File: src/verilog/cis_map.vh
// Opcode patterns, field positions and reset values for the instruction executor
`ifndef CIS_MAP_VH
`define CIS_MAP_VH
`define CIS_OP_CALL_HI     3'b100
`define CIS_OP_CLEAR_W     14'h0103
`define CIS_OP_CLRF_HI     7'b0000011
`define CIS_OP_MOVWF_HI    7'b0000001
`define CIS_OP_IOR_HI      6'b000100
`define CIS_OP_MOVE_FILE_HI 6'b001000
`define CIS_OP_MOVLW_HI    4'b1100
`define CIS_OP_BTFSS_HI    4'b0111
`define CIS_DEST_BIT       7
`define CIS_PCL_SEL_HI     4
`define CIS_PCL_SEL_LO     3
`define CIS_IND_ADDR       7'h00
`define CIS_W_RESET        8'h00
`define CIS_PC_RESET       13'h0000
`define CIS_CALL_CYCLES    2
`endif
File: src/verilog/cis_core_exec.v
// Decode and execute of a subset of the 14-bit instruction set
//
// How it works
// - A call pushes the address after the call at the same edge that the counter changes.
// - Call target's 11 low opcode bits load counter bits 10 to 0.
// - Counter bits 12 and 11 come from latch-high bits 4 and 3.
// - A call takes two cycles and leaves the zero flag alone.
// - OR working with file; destination bit picks working or file.
// - Move-file updates the zero flag from the moved value either way.
// - Move-literal loads eight-bit literal into working, flags untouched, one cycle.
// - Move-literal decodes whatever the two don't-care bits hold.
// - Move-working writes working into the addressed file, flags untouched.
// - The indirect location redirects access to the pointer's address.
`timescale 1ns/1ps
`include "cis_map.vh"

// Indirect writes are passed on; the file array decides what they do.
// The zero flag lives outside; zero_out shows the last value written to it.
// The counter steps again in the second cycle of a call or a taken skip.
// Instructions outside the subset run as no-operations.

module cis_core_exec #(
	parameter PC_W   = 13,
	parameter DATA_W = 8
) (
	clk,
	rst,
	instr,
	instr_valid,
	pc_latch_high,
	file_select_pointer,
	file_rdata,
	zero_in,
	file_addr,
	file_wdata,
	file_we,
	stack_push,
	stack_top,
	pc,
	pc_load,
	working,
	zero_out,
	zero_we,
	flush,
	busy
);
	// Port kinds and widths
	input  wire              clk;
	input  wire              rst;
	input  wire [13:0]       instr;
	input  wire              instr_valid;
	input  wire [7:0]        pc_latch_high;
	input  wire [7:0]        file_select_pointer;
	input  wire [DATA_W-1:0] file_rdata;
	input  wire              zero_in;
	output wire [7:0]        file_addr;
	output reg  [DATA_W-1:0] file_wdata;
	output reg               file_we;
	output reg               stack_push;
	output reg  [PC_W-1:0]   stack_top;
	output reg  [PC_W-1:0]   pc;
	output reg               pc_load;
	output reg  [DATA_W-1:0] working;
	output reg               zero_out;
	output reg               zero_we;
	output reg               flush;
	output wire              busy;

	// Second-cycle marker and next values of every register
	reg              stall_reg;
	reg              stall_next;
	reg [PC_W-1:0]   pc_next;
	reg [DATA_W-1:0] w_next;
	reg [DATA_W-1:0] fw_next;
	reg              fwe_next;
	reg              push_next;
	reg              load_next;
	reg              z_next;
	reg              zwe_next;
	reg              flush_next;
	reg [DATA_W-1:0] res;

	// Zero test shared by the OR and move-file instructions
	function is_zero;
		input [DATA_W-1:0] v;
		begin
			is_zero = (v == {DATA_W{1'b0}});
		end
	endfunction

	// Program counter step, wraps at the top of the space
	function [PC_W-1:0] pc_inc;
		input [PC_W-1:0] p;
		begin
			pc_inc = p + {{(PC_W-1){1'b0}}, 1'b1};
		end
	endfunction

	// Operand fields of the current word
	wire [6:0] fsel   = instr[6:0];
	wire       dest   = instr[`CIS_DEST_BIT];
	wire       is_ind = (fsel == `CIS_IND_ADDR);

	// Indirect location routes through the pointer
	assign file_addr = is_ind ? file_select_pointer : {1'b0, fsel};
	assign busy      = stall_reg;

	// Decode and compute the next state of every output
	always @* begin
		stall_next = 1'b0;
		pc_next    = pc_inc(pc);
		w_next     = working;
		fw_next    = file_wdata;
		fwe_next   = 1'b0;
		push_next  = 1'b0;
		load_next  = 1'b0;
		z_next     = zero_in;
		zwe_next   = 1'b0;
		flush_next = 1'b0;
		res        = file_rdata;
		if (stall_reg || !instr_valid) begin
			// Second cycle of a two-cycle instruction runs as a no-op
			pc_next = pc;
			if (stall_reg)
				pc_next = pc_inc(pc);
			if (!instr_valid && !stall_reg)
				pc_next = pc;
		end else if (instr[13:11] == `CIS_OP_CALL_HI) begin
			// Call: save return, jump, drop the prefetched word
			push_next  = 1'b1;
			stall_next = 1'b1;
			load_next  = 1'b1;
			flush_next = 1'b1;
			pc_next    = {pc_latch_high[`CIS_PCL_SEL_HI:`CIS_PCL_SEL_LO],
				instr[10:0]};
		end else if (instr == `CIS_OP_CLEAR_W) begin
			// Clear working register
			w_next   = {DATA_W{1'b0}};
			z_next   = 1'b1;
			zwe_next = 1'b1;
		end else if (instr[13:7] == `CIS_OP_CLRF_HI) begin
			// Clear file register
			fw_next  = {DATA_W{1'b0}};
			fwe_next = 1'b1;
			z_next   = 1'b1;
			zwe_next = 1'b1;
		end else if (instr[13:7] == `CIS_OP_MOVWF_HI) begin
			// Store working register, flags kept
			fw_next  = working;
			fwe_next = 1'b1;
		end else if (instr[13:8] == `CIS_OP_IOR_HI) begin
			// Inclusive OR, result to working or file
			res      = working | file_rdata;
			z_next   = is_zero(res);
			zwe_next = 1'b1;
			if (dest) begin
				fw_next  = res;
				fwe_next = 1'b1;
			end else
				w_next = res;
		end else if (instr[13:8] == `CIS_OP_MOVE_FILE_HI) begin
			// Move file, zero flag always updated
			z_next   = is_zero(file_rdata);
			zwe_next = 1'b1;
			if (dest) begin
				fw_next  = file_rdata;
				fwe_next = 1'b1;
			end else
				w_next = file_rdata;
		end else if (instr[13:10] == `CIS_OP_MOVLW_HI) begin
			// Literal load, don't-care bits ignored
			w_next = instr[7:0];
		end else if (instr[13:10] == `CIS_OP_BTFSS_HI) begin
			// Bit test, skip when the bit is set
			if (file_rdata[instr[9:7]]) begin
				stall_next = 1'b1;
				flush_next = 1'b1;
			end
		end
	end

	// State and registered outputs
	always @(posedge clk or posedge rst) begin
		if (rst) begin
			stall_reg  <= 1'b0;
			pc         <= `CIS_PC_RESET;
			working    <= `CIS_W_RESET;
			file_wdata <= {DATA_W{1'b0}};
			file_we    <= 1'b0;
			stack_push <= 1'b0;
			pc_load    <= 1'b0;
			zero_we    <= 1'b0;
			flush      <= 1'b0;
		end else begin
			stall_reg  <= stall_next;
			pc         <= pc_next;
			working    <= w_next;
			file_wdata <= fw_next;
			file_we    <= fwe_next;
			stack_push <= push_next;
			pc_load    <= load_next;
			zero_we    <= zwe_next;
			flush      <= flush_next;
		end
	end

	// Return address captured only on a call
	always @(posedge clk or posedge rst) begin
		if (rst)
			stack_top <= `CIS_PC_RESET;
		else if (push_next)
			stack_top <= pc_inc(pc);
	end

	// Zero flag copy, held between flag writes
	always @(posedge clk or posedge rst) begin
		if (rst)
			zero_out <= 1'b0;
		else if (zwe_next)
			zero_out <= z_next;
	end
endmodule // cis_core_exec

File: config.mk
export PLATFORM = sky130hd
export DESIGN_NAME = cis_core_exec
export DESIGN_NICKNAME = d
export VERILOG_FILES = /design/src/verilog/cis_core_exec.v
export VERILOG_INCLUDE_DIRS = /design/src /design/src/verilog
export SDC_FILE = /design/constraint.sdc
export NUM_CORES = 1
export LEC_CHECK = 0
export CAP_MARGIN = 20
export CORE_MARGIN = 8
export CORE_UTILIZATION = 50
export CTS_CLUSTER_DIAMETER = 50
export CTS_CLUSTER_SIZE = 30
export DETAILED_ROUTE_END_ITERATION = 6
export DONT_BUFFER_PORTS = 1
export MAX_ROUTING_LAYER = met4
export PLACE_DENSITY = 0.64
export SETUP_SLACK_MARGIN = 0.02
export SLEW_MARGIN = 15
export SYNTH_ARGS = -nofsm -noshare
export SYNTH_HDL_FRONTEND = slang
export SYNTH_SLANG_ARGS = --single-unit
File: constraint.sdc
create_clock -name clk -period 3.25 [get_ports clk]
set_input_delay 0.4875 -clock clk [delete_from_list [all_inputs] [get_ports clk]]
set_output_delay 0.4875 -clock clk [all_outputs]
set_load 0.02 [all_outputs]
==> impl_metrics.sql <==
INSERT INTO impl_metrics (metric_group, metric, value, unit) VALUES
('status', 'result_of_the_run', 'complete, no violations', ''),
('detailed_routing', 'routedWlPerCell', '21.2', 'µm'),
('global_route', 'overflow_left_after_global_routing', '0', ''),
('placement', 'detailed_place.area', '0.00272', 'mm²'),
('finish', 'post_layout_nonfiller_instances', '370', ''),
('detailed_routing', 'number_of_vias_per_cell', '6.24', ''),
('critical_path', 'cp_data_required_time', '3.43', 'ns'),
('power', 'clockPowerShare', '18.0', '%'),
('clocking', 'worst_skew_pair_latency', '0.31', 'ns'),
('worst_hold_path', 'hold_depth', '2', ''),
('placement', 'detailedPlace.worstSlack', '0.966', 'ns'),
('finish', 'final_net_count', '342', ''),
('power', 'swShare', '44.0', '%'),
('finish', 'syn2layout_area_growth', '5.40', '%'),
('synthesis', 'syn_inst', '304', ''),
('power', 'p_leak', '1.19', 'nW'),
('critical_path', 'startpoint_type', 'flip-flop', ''),
('timing', 'finalClockSkew', '0.00596', 'ns'),
('finish', 'diodes', '0', ''),
('timing', 'max_clock_freq', '422', 'MHz'),
('placement', 'place_hpwl', '5650', 'µm'),
('clocking', 'cts_buffers', '5', ''),
('critical_path', 'rr_startpoint', 'busy', ''),
('detailed_routing', 'drt_iter0_drc', '148', ''),
('synthesis', 'synth.cells.most_frequent', 'sky130_fd_sc_hd__dfrtp_1 (47), sky130_fd_sc_hd__nand2_1 (43), sky130_fd_sc_hd__o21ai_0 (35)', ''),
('detailed_routing', 'first_pass_detailed_route_iteration_total', '4', ''),
('floorplanning', 'die_h', '89.4', 'µm'),
('detailed_routing', 'route.final.wire_length', '7830', 'µm'),
('synthesis', 'post-synth-top-count-cell', 'sky130_fd_sc_hd__dfrtp_1', ''),
('floorplanning', 'core.rowCount', '26', ''),
('timing', 'rsz0062_at_grt', 'false', ''),
('timing', 'max_slew_violation_total_from_the_final_report', '0', ''),
('clocking', 'postCtsSetupBuffers', '0', ''),
('power', 'seq_power_share', '62.2', '%'),
('clocking', 'tritoncts', 'built', ''),
('global_route', 'pin_count_of_the_biggest_net_entering_global_routing', '50', ''),
('floorplanning', 'initial_cell_density_of_the_core', '52.3', '%'),
('worst_hold_path', 'hp-class', 'primary input to flip-flop', ''),
('power', 'max-vdd-ir-drop', '0.329', 'mV'),
('detailed_routing', 'drt_drc_violations_left', '0', ''),
('timing', 'timing.slew.headroom', '37.0', '%'),
('floorplanning', 'total_die_area', '0.00798', 'mm²'),
('clocking', 'cts-root-buf', 'sky130_fd_sc_hd__clkbuf_8', ''),
('timing', 'period_share', '72.8', '%'),
('synthesis', 'top_area_cells_in_the_synthesized_netlist', 'sky130_fd_sc_hd__dfrtp_1 (44%), sky130_fd_sc_hd__o21ai_0 (6.5%), sky130_fd_sc_hd__nand2_1 (6.0%), sky130_fd_sc_hd__a21oi_1 (4.1%), sky130_fd_sc_hd__a22oi_1 (2.8%)', ''),
('clocking', 'tritoncts_num_sinks', '47', ''),
('worst_hold_path', 'hold_endpoint', 'pc[1]', ''),
('global_route', 'grtUsageTotal', '20.6', '%'),
('floorplanning', 'io_pins', '99', ''),
('power', 'power', '1.97', 'mW'),
('global_route', 'antenna_violations_before_repair', '0', ''),
('floorplanning', 'die_width', '89.4', 'µm'),
('worst_hold_path', 'hold_startpoint', 'instr[1]', ''),
('timing', 'final_setup_viols', '0', ''),
('placement', 'dpl.cell_count', '360', ''),
('clocking', 'deepest_level_of_the_cts_h_tree', '2', ''),
('synthesis', 'synth-edff-count', '0', ''),
('finish', 'utilization', '55.2', '%'),
('global_route', 'grt_first_pass_wirelength', '12200', 'µm'),
('synthesis', 'synth_top_area_share', '43.7', '%'),
('timing', 'finalHoldViolations', '0', ''),
('synthesis', 'ys.flop_type', 'sky130_fd_sc_hd__dfrtp_1', ''),
('synthesis', 'synth.distinct_cells', '51', ''),
('critical_path', 'rrSetupSlack', '0.88', 'ns'),
('detailed_routing', 'via_count', '2307', ''),
('synthesis', 'syn_nets', '347', ''),
('floorplanning', 'core_area', '0.00514', 'mm²'),
('synthesis', 'postSynth.asyncResetShare', '100', '%'),
('critical_path', 'path_max_fanout', '13', ''),
('synthesis', 'synth_seq_area_share', '43.7', '%'),
('clocking', 'clkTransAtPathRegs', '0.09', 'ns');
[routing by layer]
layer	global-route usage, %	vias to the layer above	wire, µm
li1	-	1097	-
met3	7.26	11	883
met4	6.04	0	94
met2	29.8	104	3480
met1	26.3	1095	3370
met5	-	-	0
[flip-flops by register name, summed over array words and instances, names as in the netlist]
signal	flops
busy	1
file_wdata	8
file_we	1
pc	13
pc_load	1
stack_top	13
working	8
zero_out	1
zero_we	1
[power groups by stage]
stage | sequential (mW) | clock, mW | combinational [mW]
6_report | 1.23 | 0.356 | 0.389
4_1_cts | 1.24 | 0.362 | 0.389
3_3_place_gp | 1.24 | 0 | 0.375
5_1_grt | 1.26 | 0.384 | 0.456
3_5_place_dp | 1.25 | 0 | 0.386
2_1_floorplan | 1.16 | 0 | 0.340
[how the worst max path moves through the flow]
stage	to	start	slack (ns)	cells after the start
after global routing	working[7]	busy	0.73	5
after CTS	working[7]	busy	0.90	5
after detailed placement	working[7]	instr[8]	0.97	5
final	working[7]	busy	0.88	5
after floorplan	file_addr[7]	instr[6]	1.18	4
after global placement	working[7]	instr[8]	1.01	5
[cell usage in the layout (no fill, tap or decap), types with 2 or more instances in the layout]
master,instances
sky130_fd_sc_hd__inv_1,9
sky130_fd_sc_hd__nand4_1,4
sky130_fd_sc_hd__a32oi_1,5
sky130_fd_sc_hd__and3_1,5
sky130_fd_sc_hd__nand3_1,11
sky130_fd_sc_hd__clkbuf_8,5
sky130_fd_sc_hd__nor4_1,6
sky130_fd_sc_hd__xor2_1,5
sky130_fd_sc_hd__buf_4,2
sky130_fd_sc_hd__o22ai_1,6
sky130_fd_sc_hd__o21ai_0,35
sky130_fd_sc_hd__and2_1,3
sky130_fd_sc_hd__a22oi_1,10
sky130_fd_sc_hd__a21oi_1,22
sky130_fd_sc_hd__nor3_1,6
sky130_fd_sc_hd__nand2_1,43
sky130_fd_sc_hd__and4_1,2
sky130_fd_sc_hd__a21o_1,7
sky130_fd_sc_hd__nor2_1,16
sky130_fd_sc_hd__xnor2_1,7
sky130_fd_sc_hd__or2_2,4
sky130_fd_sc_hd__nor2b_1,5
sky130_fd_sc_hd__dfrtp_1,47
sky130_fd_sc_hd__mux4_2,2
sky130_fd_sc_hd__o22a_1,2
[cell type report]
type                       count  area (µm²)
clock buffer                   6        72.6
multi-input combinational    231        1400
sequential                    47        1180
timing repair buffer           4        45.0
inverter                      10        37.5
clock inverter                 2        12.5
fill                         493        2300
tap                           70        87.6
[cell families (layout without fill, tap and decap cells)]
kind of cell | count (synthesis) | after routing | share of synthesized area (%)
XOR/XNOR | 12 | 12 | 3.91
AND/OR/NAND/NOR | 115 | 115 | 22.1
flip-flops | 47 | 47 | 43.7
buffers and inverters | 26 | 22 | 4.09
adder cells (fa/ha/maj) | 1 | 1 | 0.465
multiplexers | 3 | 3 | 2.05
AO/OA/AOI/OAI | 100 | 100 | 23.7
[worst max-delay path, cell delays in order, from the launching register on]
cell,delay (ns)
sky130_fd_sc_hd__dfrtp_1,0.59
sky130_fd_sc_hd__nor2b_1,0.49
sky130_fd_sc_hd__o311ai_2,0.22
sky130_fd_sc_hd__a31oi_2,0.56
sky130_fd_sc_hd__and2_4,0.29
sky130_fd_sc_hd__a32oi_1,0.10
[timing repair]
action / in CTS / in global routing
hold buffers: 0 / 1
endpoints found under the hold margin: 0 / 9
setup endpoints to repair: 0 / 0
resized for setup: 0 / 0
No activity file was read; power rests on OpenSTA's default activity.
